[config.mk]
export PLATFORM = sky130hd
export DESIGN_NAME = trim_swap_regs
export DESIGN_NICKNAME = d
export VERILOG_FILES = /design/src/hdl/trim_swap_pkg.sv /design/src/hdl/trim_swap_regs.sv
export SDC_FILE = /design/constraint.sdc
export NUM_CORES = 1
export LEC_CHECK = 0
export BUFFER_PORTS_ARGS = -buffer_cell sky130_fd_sc_hd__buf_2
export CAP_MARGIN = 20
export CORE_UTILIZATION = 54
export CTS_CLUSTER_SIZE = 14
export DETAILED_ROUTE_END_ITERATION = 8
export GPL_TIMING_DRIVEN = 0
export PLACE_DENSITY_LB_ADDON = 0.12
export SKIP_CTS_REPAIR_TIMING = 1
export SYNTH_ARGS = -nofsm -noshare
export SYNTH_HDL_FRONTEND = slang
export SYNTH_SLANG_ARGS = --single-unit
[constraint.sdc]
create_clock -name clk -period 5.8 [get_ports clk]
set_input_delay 1.16 -clock clk [delete_from_list [all_inputs] [get_ports clk]]
set_output_delay 1.16 -clock clk [all_outputs]
set_load 0.005 [all_outputs]
[src/hdl/trim_swap_pkg.sv]
// constants and types shared by the trim and swap-delay register bank
//
// Functional notes
// - input c termination trim: 8-bit read-write, loaded from fuses after reset
// - input d termination trim: 8-bit read-write, loaded from fuses after reset
// - during a swap two cores sample together for 4 + 2*overlap delay cycles
// - overlap delay field bits 4:0, range 0 to 31, reset value 8
// - stream steer delay register, 8 bits at own address, reset value 7
// - steer delay bits 4:0 delays the output select, only during swaps
package trim_swap_pkg;

  // ----------------------------------------
  // register indices; byte address is four times the index
  // ----------------------------------------
  localparam logic [9:0] IDX_TRIM_C    = 10'h080;
  localparam logic [9:0] IDX_TRIM_D    = 10'h081;
  localparam logic [9:0] IDX_OVERLAP   = 10'h09A;
  localparam logic [9:0] IDX_STEER     = 10'h09B;
  localparam logic [9:0] IDX_CONTROL   = 10'h0A0;
  localparam logic [9:0] IDX_STATUS    = 10'h0A1;

  // ----------------------------------------
  // reset values and fields
  // ----------------------------------------
  localparam logic [7:0] RST_TRIM      = 8'h00;
  localparam logic [7:0] RST_OVERLAP   = 8'h08;
  localparam logic [7:0] RST_STEER     = 8'h07;
  localparam int         DLY_MSB       = 4;
  localparam int         CTL_CAL_EN    = 0;
  localparam int         CTL_SWAP_GO   = 1;
  localparam logic [6:0] OVERLAP_BASE  = 7'h04;

  localparam logic [1:0] RESP_OKAY     = 2'h0;
  localparam logic [1:0] RESP_SLVERR   = 2'h2;

  typedef enum logic {SW_IDLE, SW_RUN} swap_state_t;

  typedef struct packed {
    logic       fuse_loaded;
    logic       stream_select;
    logic       dual_sample_active;
    logic       swap_busy;
  } status_t;

endpackage

[src/hdl/trim_swap_regs.sv]
// axi4-lite register bank for input trims and background swap delays
//
// The AXI4-Lite interface to the registers is this design's own decision.
`timescale 1ns/10ps
`default_nettype none
module trim_swap_regs
  import trim_swap_pkg::*;
(
  input  wire logic        clk,
  input  wire logic        reset_n,
  input  wire logic [7:0]  fuse_trim_c,
  input  wire logic [7:0]  fuse_trim_d,
  input  wire logic [31:0] s_axi_awaddr,
  input  wire logic        s_axi_awvalid,
  output logic             s_axi_awready,
  input  wire logic [31:0] s_axi_wdata,
  input  wire logic [3:0]  s_axi_wstrb,
  input  wire logic        s_axi_wvalid,
  output logic             s_axi_wready,
  output logic [1:0]       s_axi_bresp,
  output logic             s_axi_bvalid,
  input  wire logic        s_axi_bready,
  input  wire logic [31:0] s_axi_araddr,
  input  wire logic        s_axi_arvalid,
  output logic             s_axi_arready,
  output logic [31:0]      s_axi_rdata,
  output logic [1:0]       s_axi_rresp,
  output logic             s_axi_rvalid,
  input  wire logic        s_axi_rready,
  output logic [7:0]       input_c_termination_trim,
  output logic [7:0]       input_d_termination_trim,
  output logic [7:0]       dual_sample_overlap_delay,
  output logic [7:0]       stream_steer_delay,
  output logic             calibration_enable,
  output logic             dual_sample_active,
  output logic             stream_select
);

  // ----------------------------------------
  // write channel capture
  // ----------------------------------------
  logic        aw_held;
  logic [31:0] aw_addr;
  logic        w_held;
  logic [31:0] w_data;
  logic [3:0]  w_strb;
  logic        fuse_loaded;
  wire         aw_take = s_axi_awvalid && s_axi_awready;
  wire         w_take  = s_axi_wvalid && s_axi_wready;
  wire         commit  = aw_held && w_held && !s_axi_bvalid;

  always_ff @(posedge clk or negedge reset_n) begin
    if (!reset_n) begin
      aw_held <= 1'b0;
      aw_addr <= 32'h0000_0000;
      w_held  <= 1'b0;
      w_data  <= 32'h0000_0000;
      w_strb  <= 4'h0;
    end else begin
      if (aw_take) begin
        aw_held <= 1'b1;
        aw_addr <= s_axi_awaddr;
      end else if (commit) begin
        aw_held <= 1'b0;
      end
      if (w_take) begin
        w_held <= 1'b1;
        w_data <= s_axi_wdata;
        w_strb <= s_axi_wstrb;
      end else if (commit) begin
        w_held <= 1'b0;
      end
    end
  end

  // ready is a flop: dropped the cycle a channel is taken, held off until the
  // response is accepted so at most one write is in flight
  always_ff @(posedge clk or negedge reset_n) begin
    if (!reset_n) begin
      s_axi_awready <= 1'b0;
      s_axi_wready  <= 1'b0;
    end else begin
      s_axi_awready <= fuse_loaded && !aw_held && !aw_take && !s_axi_bvalid;
      s_axi_wready  <= fuse_loaded && !w_held && !w_take && !s_axi_bvalid;
    end
  end

  // ----------------------------------------
  // write decode
  // ----------------------------------------
  wire       wr_upper_ok = (aw_addr[31:12] == 20'h00000) && (aw_addr[1:0] == 2'h0);
  wire [9:0] wr_idx      = aw_addr[11:2];
  wire       lane0       = w_strb[0];
  wire       wr_trim_c   = commit && wr_upper_ok && (wr_idx == IDX_TRIM_C);
  wire       wr_trim_d   = commit && wr_upper_ok && (wr_idx == IDX_TRIM_D);
  wire       wr_overlap  = commit && wr_upper_ok && (wr_idx == IDX_OVERLAP);
  wire       wr_steer    = commit && wr_upper_ok && (wr_idx == IDX_STEER);
  wire       wr_control  = commit && wr_upper_ok && (wr_idx == IDX_CONTROL);
  wire       wr_status   = commit && wr_upper_ok && (wr_idx == IDX_STATUS);
  wire       wr_mapped   = wr_trim_c || wr_trim_d || wr_overlap || wr_steer
                           || wr_control || wr_status;

  always_ff @(posedge clk or negedge reset_n) begin
    if (!reset_n) begin
      s_axi_bvalid <= 1'b0;
      s_axi_bresp  <= RESP_OKAY;
    end else if (commit) begin
      s_axi_bvalid <= 1'b1;
      s_axi_bresp  <= wr_mapped ? RESP_OKAY : RESP_SLVERR;
    end else if (s_axi_bready) begin
      s_axi_bvalid <= 1'b0;
    end
  end

  // ----------------------------------------
  // trims: fuse copy on the first edge after reset, then software owned
  // ----------------------------------------
  always_ff @(posedge clk or negedge reset_n) begin
    if (!reset_n) begin
      fuse_loaded              <= 1'b0;
      input_c_termination_trim <= RST_TRIM;
      input_d_termination_trim <= RST_TRIM;
    end else if (!fuse_loaded) begin
      fuse_loaded              <= 1'b1;
      input_c_termination_trim <= fuse_trim_c;
      input_d_termination_trim <= fuse_trim_d;
    end else begin
      if (wr_trim_c && lane0)
        input_c_termination_trim <= w_data[7:0];
      if (wr_trim_d && lane0)
        input_d_termination_trim <= w_data[7:0];
    end
  end

  // reserved bits 7:5 are stored as written; keeping them zero is software's
  // job, and the swap logic only ever looks at bits 4:0
  always_ff @(posedge clk or negedge reset_n) begin
    if (!reset_n) begin
      dual_sample_overlap_delay <= RST_OVERLAP;
      stream_steer_delay        <= RST_STEER;
      calibration_enable        <= 1'b0;
    end else begin
      if (wr_overlap && lane0)
        dual_sample_overlap_delay <= w_data[7:0];
      if (wr_steer && lane0)
        stream_steer_delay <= w_data[7:0];
      if (wr_control && lane0)
        calibration_enable <= w_data[CTL_CAL_EN];
    end
  end

  // ----------------------------------------
  // background swap sequencer
  // ----------------------------------------
  swap_state_t swap_state;
  logic [6:0]  overlap_cnt;
  logic [4:0]  steer_cnt;
  logic        steer_pending;
  wire         swap_go  = wr_control && lane0 && w_data[CTL_SWAP_GO]
                          && w_data[CTL_CAL_EN];
  wire [6:0]   overlap_len = OVERLAP_BASE
                             + {1'b0, dual_sample_overlap_delay[DLY_MSB:0], 1'b0};
  wire         swap_start = (swap_state == SW_IDLE) && swap_go;
  wire         swap_end   = (swap_state == SW_RUN) && !dual_sample_active && !steer_pending;

  always_ff @(posedge clk or negedge reset_n) begin
    if (!reset_n) begin
      swap_state         <= SW_IDLE;
      dual_sample_active <= 1'b0;
      overlap_cnt        <= 7'h00;
      steer_pending      <= 1'b0;
      steer_cnt          <= 5'h00;
      stream_select      <= 1'b0;
    end else begin
      case (swap_state)
        SW_IDLE: begin
          if (swap_start) begin
            swap_state         <= SW_RUN;
            dual_sample_active <= 1'b1;
            overlap_cnt        <= overlap_len - 7'h01;
            steer_pending      <= 1'b1;
            steer_cnt          <= stream_steer_delay[DLY_MSB:0];
          end
        end
        SW_RUN: begin
          if (dual_sample_active) begin
            if (overlap_cnt == 7'h00)
              dual_sample_active <= 1'b0;
            else
              overlap_cnt <= overlap_cnt - 7'h01;
          end
          if (steer_pending) begin
            if (steer_cnt == 5'h00) begin
              steer_pending <= 1'b0;
              stream_select <= !stream_select;
            end else begin
              steer_cnt <= steer_cnt - 5'h01;
            end
          end
          if (swap_end)
            swap_state <= SW_IDLE;
        end
        default: swap_state <= SW_IDLE;
      endcase
    end
  end

  // ----------------------------------------
  // read channel
  // ----------------------------------------
  status_t   status;
  assign status = '{fuse_loaded:        fuse_loaded,
                    stream_select:      stream_select,
                    dual_sample_active: dual_sample_active,
                    swap_busy:          (swap_state == SW_RUN)};

  wire       rd_upper_ok = (s_axi_araddr[31:12] == 20'h00000)
                           && (s_axi_araddr[1:0] == 2'h0);
  wire [9:0] rd_idx      = s_axi_araddr[11:2];
  wire       ar_take     = s_axi_arvalid && s_axi_arready;
  wire       rd_hit_c    = rd_upper_ok && (rd_idx == IDX_TRIM_C);
  wire       rd_hit_d    = rd_upper_ok && (rd_idx == IDX_TRIM_D);
  wire       rd_hit_ov   = rd_upper_ok && (rd_idx == IDX_OVERLAP);
  wire       rd_hit_st   = rd_upper_ok && (rd_idx == IDX_STEER);
  wire       rd_hit_ctl  = rd_upper_ok && (rd_idx == IDX_CONTROL);
  wire       rd_hit_sts  = rd_upper_ok && (rd_idx == IDX_STATUS);
  wire       rd_mapped   = rd_hit_c || rd_hit_d || rd_hit_ov || rd_hit_st
                           || rd_hit_ctl || rd_hit_sts;
  wire [7:0] rd_byte     = rd_hit_c   ? input_c_termination_trim :
                           rd_hit_d   ? input_d_termination_trim :
                           rd_hit_ov  ? dual_sample_overlap_delay :
                           rd_hit_st  ? stream_steer_delay :
                           rd_hit_ctl ? {7'h00, calibration_enable} :
                           rd_hit_sts ? {4'h0, status} : 8'h00;

  always_ff @(posedge clk or negedge reset_n) begin
    if (!reset_n) begin
      s_axi_arready <= 1'b0;
      s_axi_rvalid  <= 1'b0;
      s_axi_rdata   <= 32'h0000_0000;
      s_axi_rresp   <= RESP_OKAY;
    end else begin
      s_axi_arready <= fuse_loaded && !ar_take && !s_axi_rvalid;
      if (ar_take) begin
        s_axi_rvalid <= 1'b1;
        s_axi_rdata  <= {24'h000000, rd_byte};
        s_axi_rresp  <= rd_mapped ? RESP_OKAY : RESP_SLVERR;
      end else if (s_axi_rready) begin
        s_axi_rvalid <= 1'b0;
      end
    end
  end

  // ----------------------------------------
  // assertions
  // ----------------------------------------
  // checked one edge after the load: at the release edge the trims still show reset values
  AST_TRIM_C_FUSE: assert property (@(posedge clk) disable iff (!reset_n)
    $rose(fuse_loaded) |-> input_c_termination_trim == $past(fuse_trim_c))
    else $error("trim c not loaded from fuse");

  AST_TRIM_D_WRITE: assert property (@(posedge clk) disable iff (!reset_n)
    (fuse_loaded && wr_trim_d && lane0) |=> input_d_termination_trim == $past(w_data[7:0]))
    else $error("trim d write lost");

  AST_OVERLAP_LEN: assert property (@(posedge clk) disable iff (!reset_n)
    swap_start |=> dual_sample_active [*4])
    else $error("overlap shorter than four cycles");

  AST_OVERLAP_END: assert property (@(posedge clk) disable iff (!reset_n)
    (dual_sample_active && overlap_cnt == 7'h00) |=> !dual_sample_active)
    else $error("overlap ran past its count");

  AST_OVERLAP_LOAD: assert property (@(posedge clk) disable iff (!reset_n)
    swap_start |=> overlap_cnt == 7'(4 + 2 * $past(dual_sample_overlap_delay[4:0]) - 1))
    else $error("overlap count wrong");

  AST_OVERLAP_RST: assert property (@(posedge clk)
    $rose(reset_n) |-> dual_sample_overlap_delay == 8'h08)
    else $error("overlap delay reset value wrong");

  AST_STEER_RST: assert property (@(posedge clk)
    $rose(reset_n) |-> stream_steer_delay == 8'h07)
    else $error("steer delay reset value wrong");

  AST_STEER_IDLE: assert property (@(posedge clk) disable iff (!reset_n)
    (swap_state == SW_IDLE) |=> $stable(stream_select) || swap_start)
    else $error("select moved outside a swap");

  // the select flips at the edge where the steer count has run out, and only there
  AST_STEER_FLIP: assert property (@(posedge clk) disable iff (!reset_n)
    (steer_pending && steer_cnt == 5'h00) |=> stream_select != $past(stream_select))
    else $error("select did not flip at steer count end");

  AST_STEER_WRITE: assert property (@(posedge clk) disable iff (!reset_n)
    (wr_steer && lane0) |=> stream_steer_delay == $past(w_data[7:0]))
    else $error("steer delay write lost");

  AST_OVERLAP_WRITE: assert property (@(posedge clk) disable iff (!reset_n)
    (wr_overlap && lane0) |=> dual_sample_overlap_delay == $past(w_data[7:0]))
    else $error("overlap delay write lost");

  COV_STEER_ZERO: cover property (@(posedge clk) disable iff (!reset_n)
    swap_start && stream_steer_delay[DLY_MSB:0] == 5'h00);
  COV_SWAP: cover property (@(posedge clk) disable iff (!reset_n) swap_start);
  COV_TOGGLE: cover property (@(posedge clk) disable iff (!reset_n) $changed(stream_select));
  COV_SLVERR: cover property (@(posedge clk) disable iff (!reset_n)
    s_axi_bvalid && s_axi_bresp == RESP_SLVERR);

endmodule
`default_nettype wire

==> impl_metrics.ini, run 1 <==
[status]
status = completed

[global_route]
grt-ovfl-total = 0
grtUsageTotal_pct = 26.9
antenna_found_initial = 0
grt_pass1_wl_um = 21400
grt_pass1_vias = 4322
grt_max_degree = 72

[yosys]
async_flop_share_pct = 100
synth-seq-cells = 108
ys_types = 61
syn_area_sq_um = 5540
yosysWarnings = 0
avgSynthCellArea_sq_um = 11.1
syn-instance-count = 498
synth_edf_count = 0
synthFlopType = dfrtp_1
yosysSeqAreaShare_pct = 48.9

[final_layout]
final_common_cell = buf_2
syn2layout_area_growth_pct = 21.6
antennaDiodeCount = 0
final_cell_mix = 149 x buf_2, 104 x dfrtp_1, 64 x mux2_2, 39 x nand2_1, 29 x buf_4
layout-drive-gt1-share_pct = 41.8
fin_nets = 807
n_fill_cell = 804

[setup_path]
cp-start-kind = input port
worstPathMaxFanout = 6
cpMaxStageDelayCell = or4_1
critical_path.max_stage_delay_ps = 520
critPathBufInv = 3
cpMostUsedCell = buf_2
crit_required_ps = 6070
endpoint_kind = register
reg2regPathDepth = 6
crit_arrival_ps = 2730
crit_family = simple AND/OR/NAND/NOR gates
cp.depth = 8
path_class = in -> reg
crit_chain = buf_2, or4_1, buf_2, or2_0, buf_2, o21ai_1, a2111oi_0, a21o_1

[min_path]
min_delay_path_depth = 1
min-delay-path-class = reg -> reg

[die]
initial_core_util_pct = 56.1
die_h_um = 103
rows = 36
ios = 199
fp.dieArea_sq_um = 10700
core_sq_um = 9860
die_w_um = 103

[clock_network]
cts_tree = done
clkLatencyLatePin_ps = 380
clock_sinks = 108
cts_buffers = 9
path_clk_slew_ps = 100
ctsLongestPathBuffers = 2
clockRootBuffer = clkbuf_8
cts_max_level = 3

[power]
p_sw_uw = 616
comb_power_share_pct = 20.9
switching_share_pct = 31.5
p_leak_uw = 0.00330
seq_power_share_pct = 56.4
clkPwrFrac_pct = 22.7
finalPower_uw = 1960
max-vdd-ir-drop_uv = 221
power.internal_uw = 1340
power_density_nw_per_um2 = 291

[timing]
finalClockSkew_ps = 13.5
finalCritPeriodShare_pct = 42.5
setup_ws_ps = 3340
setup_viol = 0
worst_slew_pin_slew_ps = 599
rsz0062_at_grt = no
setup_tns_ps = 0
drv_slew = 0
slew_headroom_pct = 60.1
max_freq_ghz = 0.406
min_period_ps = 2460
finalHoldViolCount = 0

[drt]
drt_first_pass_iters = 4
wl_per_cell_um = 16.6
drc = 0
postRouteAntennaNets = 0
drt_iter0_drc = 166
via_per_inst = 5.50
wl_um = 13500
num_vias = 4490

[placement]
pre_cts_ws_ps = 2970
portBuffers = 144
gp_congestion = 0.869
hpwlAfterDp_um = 10400

[flow_run]
cap_violations = 0
final cells by class:
cell class	count	area, sq um	share of cell area, %
timing repair buffer	145	751	11.1
clock inverter	5	45.0	0.669
sequential	108	2710	40.2
tap	133	166	2.47
buffer	53	312	4.63
inverter	28	105	1.56
multi-input combinational	334	2510	37.2
clock buffer	11	141	2.10
kinds of logic after synthesis:
kind of cell	Yosys count	share of synthesized area (%)
flip-flops	108	48.9
buffers and inverters	81	7.52
other	2	0.136
AND/OR/NAND/NOR	150	17.1
multiplexers	66	13.4
AO/OA/AOI/OAI	75	10.1
XOR/XNOR	11	1.74
adder cells (fa/ha/maj)	5	1.13
flip-flops by register name, summed over array words and instances, names as in the netlist, 5 cells and up:
name                       count
s_axi_rdata                    8
aw_addr                       32
input_d_termination_trim       8
steer_cnt                      5
overlap_cnt                    7
input_c_termination_trim       8
w_data                         8
dual_sample_overlap_delay      8
stream_steer_delay             8
synthesized netlist by cell type (3+ instances only):
cell | number | area share, %
nor4b_1 | 3 | 0.47
nand3_1 | 27 | 2.4
or3_1 | 6 | 0.68
buf_2 | 6 | 0.54
inv_1 | 28 | 1.9
nor3b_1 | 3 | 0.41
mux2_2 | 64 | 13
xor2_1 | 4 | 0.63
nor4_1 | 5 | 0.56
clkbuf_1 | 17 | 1.2
a32oi_1 | 6 | 0.95
a22o_1 | 4 | 0.63
nor3_2 | 7 | 1.3
ha_1 | 5 | 1.1
nor2_1 | 14 | 0.95
nor2b_1 | 3 | 0.34
nor4_4 | 5 | 1.9
dfstp_2 | 4 | 1.9
nand4_1 | 3 | 0.34
buf_4 | 28 | 3.8
a21oi_1 | 8 | 0.72
a21o_1 | 3 | 0.41
o221ai_1 | 16 | 2.5
nand2_1 | 39 | 2.6
and4b_1 | 3 | 0.54
nor3_1 | 10 | 0.90
or4_1 | 3 | 0.41
xnor2_1 | 7 | 1.1
dfrtp_1 | 104 | 47
o311ai_0 | 5 | 0.79
o21ai_0 | 16 | 1.4
worst paths after layout:
check | endpoint | from | slack, ps
min in group asynchronous | overlap_cnt[4] | reset_n | 740
worst min register to register | s_axi_wready | w_held | 480
worst max-delay path | s_axi_rdata[3] | s_axi_araddr[3] | 3340
worst min-delay path | s_axi_wready | w_held | 480
worst max register to register | dual_sample_overlap_delay[4] | s_axi_bvalid | 3630
max in group asynchronous | stream_steer_delay[2] | reset_n | 4320
power groups by stage:
stage / Sequential, uW / Combinational [uW] / Clock, uW
2_1_floorplan: 1070 / 295 / 0
3_3_place_gp: 1110 / 394 / 0
3_5_place_dp: 1120 / 413 / 0
4_1_cts: 1110 / 414 / 452
5_1_grt: 1130 / 456 / 483
6_report: 1100 / 409 / 444
metal layers:
metal	vias to the layer above	wire length (um)	global-route usage [%]
met1	2159	5600	33.6
met2	192	6670	45.6
met5	-	0	0
met3	27	922	5.31
li1	2112	-	-
met4	0	358	12.0
through the flow:
step	cell area, sq um	util [%]	cells	hold slack, ps
5_1_grt	6740	68.3	817	510
3_3_place_gp	6520	66.1	800	453
4_1_cts	6740	68.3	817	486
3_5_place_dp	6550	66.4	801	461
2_1_floorplan	5630	-	523	424
6_report	6740	68.3	817	481
(Power assumes the default switching activity.)
==> run 2, diff against run 1 <==
--- a/config.mk
+++ b/config.mk
@@ -7,7 +7,7 @@
 export LEC_CHECK = 0
 export BUFFER_PORTS_ARGS = -buffer_cell sky130_fd_sc_hd__buf_2
 export CAP_MARGIN = 20
-export CORE_UTILIZATION = 54
+export CORE_UTILIZATION = 45
 export CTS_CLUSTER_SIZE = 14
 export DETAILED_ROUTE_END_ITERATION = 8
 export GPL_TIMING_DRIVEN = 0
==> constraint.sdc (replaced) <==
create_clock -name clk -period 2.2 [get_ports clk]
set_input_delay 0.44 -clock clk [delete_from_list [all_inputs] [get_ports clk]]
set_output_delay 0.44 -clock clk [all_outputs]
set_load 0.005 [all_outputs]
==> run 2 against run 1 <==
Global-route usage fell by 4.5 points. Setup slack lost 3300 ps. Wire length up 1.7%. Count of clock-buffer cells in the layout shrank 1. Critical path type is now reg -> reg. Highest routed layer is now met5.
==> impl_metrics.ini, run 2 (synthesized netlist as in run 1, its figures left out) <==
[status]
status = completed

[die]
initial_core_util_pct = 46.1
rows = 40
die_h_um = 113
fp.dieArea_sq_um = 12800
core_sq_um = 12000
ios = 199
die_w_um = 113

[final_layout]
top_register = aw_addr
n_fill_cell = 1064
fin_cells = 832
largest_reg_flops = 32
ff_latch_area_sq_um = 2710
syn2layout_area_growth_pct = 23.9
antennaDiodeCount = 0
final_cell_mix = 148 x buf_2, 104 x dfrtp_1, 64 x mux2_2, 39 x nand2_1, 30 x buf_4
layout-drive-gt1-share_pct = 42.0
final_common_cell = buf_2
multiInputGateArea_sq_um = 2510
fin_nets = 808
final_util_pct = 57.1

[placement]
dpl.cell_count = 815
portBuffers = 144
pre_cts_ws_ps = 22.2
gp_congestion = 0.866
hpwlAfterDp_um = 10600

[timing]
finalCritPeriodShare_pct = 97.8
finalClockSkew_ps = 7.78
rsz0062_at_grt = yes
max_freq_ghz = 0.465
hold_ws_ps = 117
finalHoldViolCount = 0
setup_ws_ps = 49.2
slew_headroom_pct = 55.2
worst_slew_pin_slew_ps = 672
min_period_ps = 2150
setup_viol = 0
drv_slew = 0

[drt]
drt_iter0_drc = 174
drc = 0
drt_first_pass_iters = 4
via_per_inst = 5.35
num_vias = 4451
wl_um = 13800
postRouteAntennaNets = 0
wl_per_cell_um = 16.6

[global_route]
grt_pass1_vias = 4275
grt_max_degree = 58
grt-ovfl-total = 0
antenna_found_initial = 1
grt_pass1_wl_um = 21700
grtUsageTotal_pct = 22.4

[setup_path]
cpMaxStageDelayCell = dfrtp_1
reg2regPathDepth = 6
critical_path.max_stage_delay_ps = 430
crit_chain = and3b_1, nand4_2, nor2_2, and4b_1, buf_4, mux2_2
crit_required_ps = 2430
reg2reg_from = s_axi_bvalid
endpoint_kind = register
crit_arrival_ps = 2380
path_class = reg -> reg
worstReg2RegEnd = dual_sample_overlap_delay[2]
cp-start-kind = register
rrSetupSlack_ps = 50
worstPathMaxFanout = 8

[clock_network]
ctsLongestPathBuffers = 2
cts_buffers = 9
path_clk_slew_ps = 70
cts_max_level = 3
clockRootBuffer = clkbuf_16
cts_tree = done
clkLatencyLatePin_ps = 350
clock_sinks = 108

[power]
p_leak_uw = 0.00334
power_density_nw_per_um2 = 806
max-vdd-ir-drop_uv = 539
finalPower_uw = 5530

[min_path]
min-delay-path-class = in -> async

[flow_run]
cap_violations = 0
==> run 2: how the worst max path moves through the flow <==
stage | slack [ps] | start | endpoint | cells after the start
floorplan | 310 | s_axi_araddr[3] | s_axi_rdata[6] | 7
global placement | -530 | reset_n | aw_addr[19] | 1
CTS | 30 | aw_addr[22] | overlap_cnt[2] | 6
global route | -40 | s_axi_bvalid | dual_sample_overlap_delay[2] | 6
detailed placement | 20 | aw_addr[22] | overlap_cnt[6] | 6
finish | 50 | s_axi_bvalid | dual_sample_overlap_delay[2] | 6
==> run 2: routing by layer <==
layer / up-vias / wire, um / global-route usage [%]
met5: - / 13 / 0
met4: 2 / 298 / 8.16
met3: 27 / 1010 / 5.73
met2: 179 / 6760 / 37.8
met1: 2122 / 5700 / 27.9
li1: 2121 / - / -
==> run 2: area by class of cell <==
class / count / area share (%)
plain buffers: 53 / 4.58
clock buffers: 10 / 3.48
clock inverters: 6 / 0.675
inverters: 28 / 1.53
multi-input cells: 334 / 36.5
flip-flops and latches: 108 / 39.5
well taps: 147 / 2.68
repair buffers: 146 / 11.1
==> run 2: report_power, final <==
part           total, uW  internal (uW)  switching, uW
Clock               1560            808            748
Combinational       1070            629            440
Sequential          2910           2450            459
==> run 2: through the flow <==
stage               cell area, sq um  setup TNS (ps)
finish                          6860               0
detailed placement              6570               0
CTS                             6850               0
global placement                6540          -53990
floorplan                       5630               0
global route                    6860            -236
==> run 2: worst max-delay path: cells and delay by family (launching register included) <==
kind | cells | cell delay, ps
flops | 1 | 430
mux | 1 | 350
simple gates | 4 | 1060
buf+inv | 1 | 190
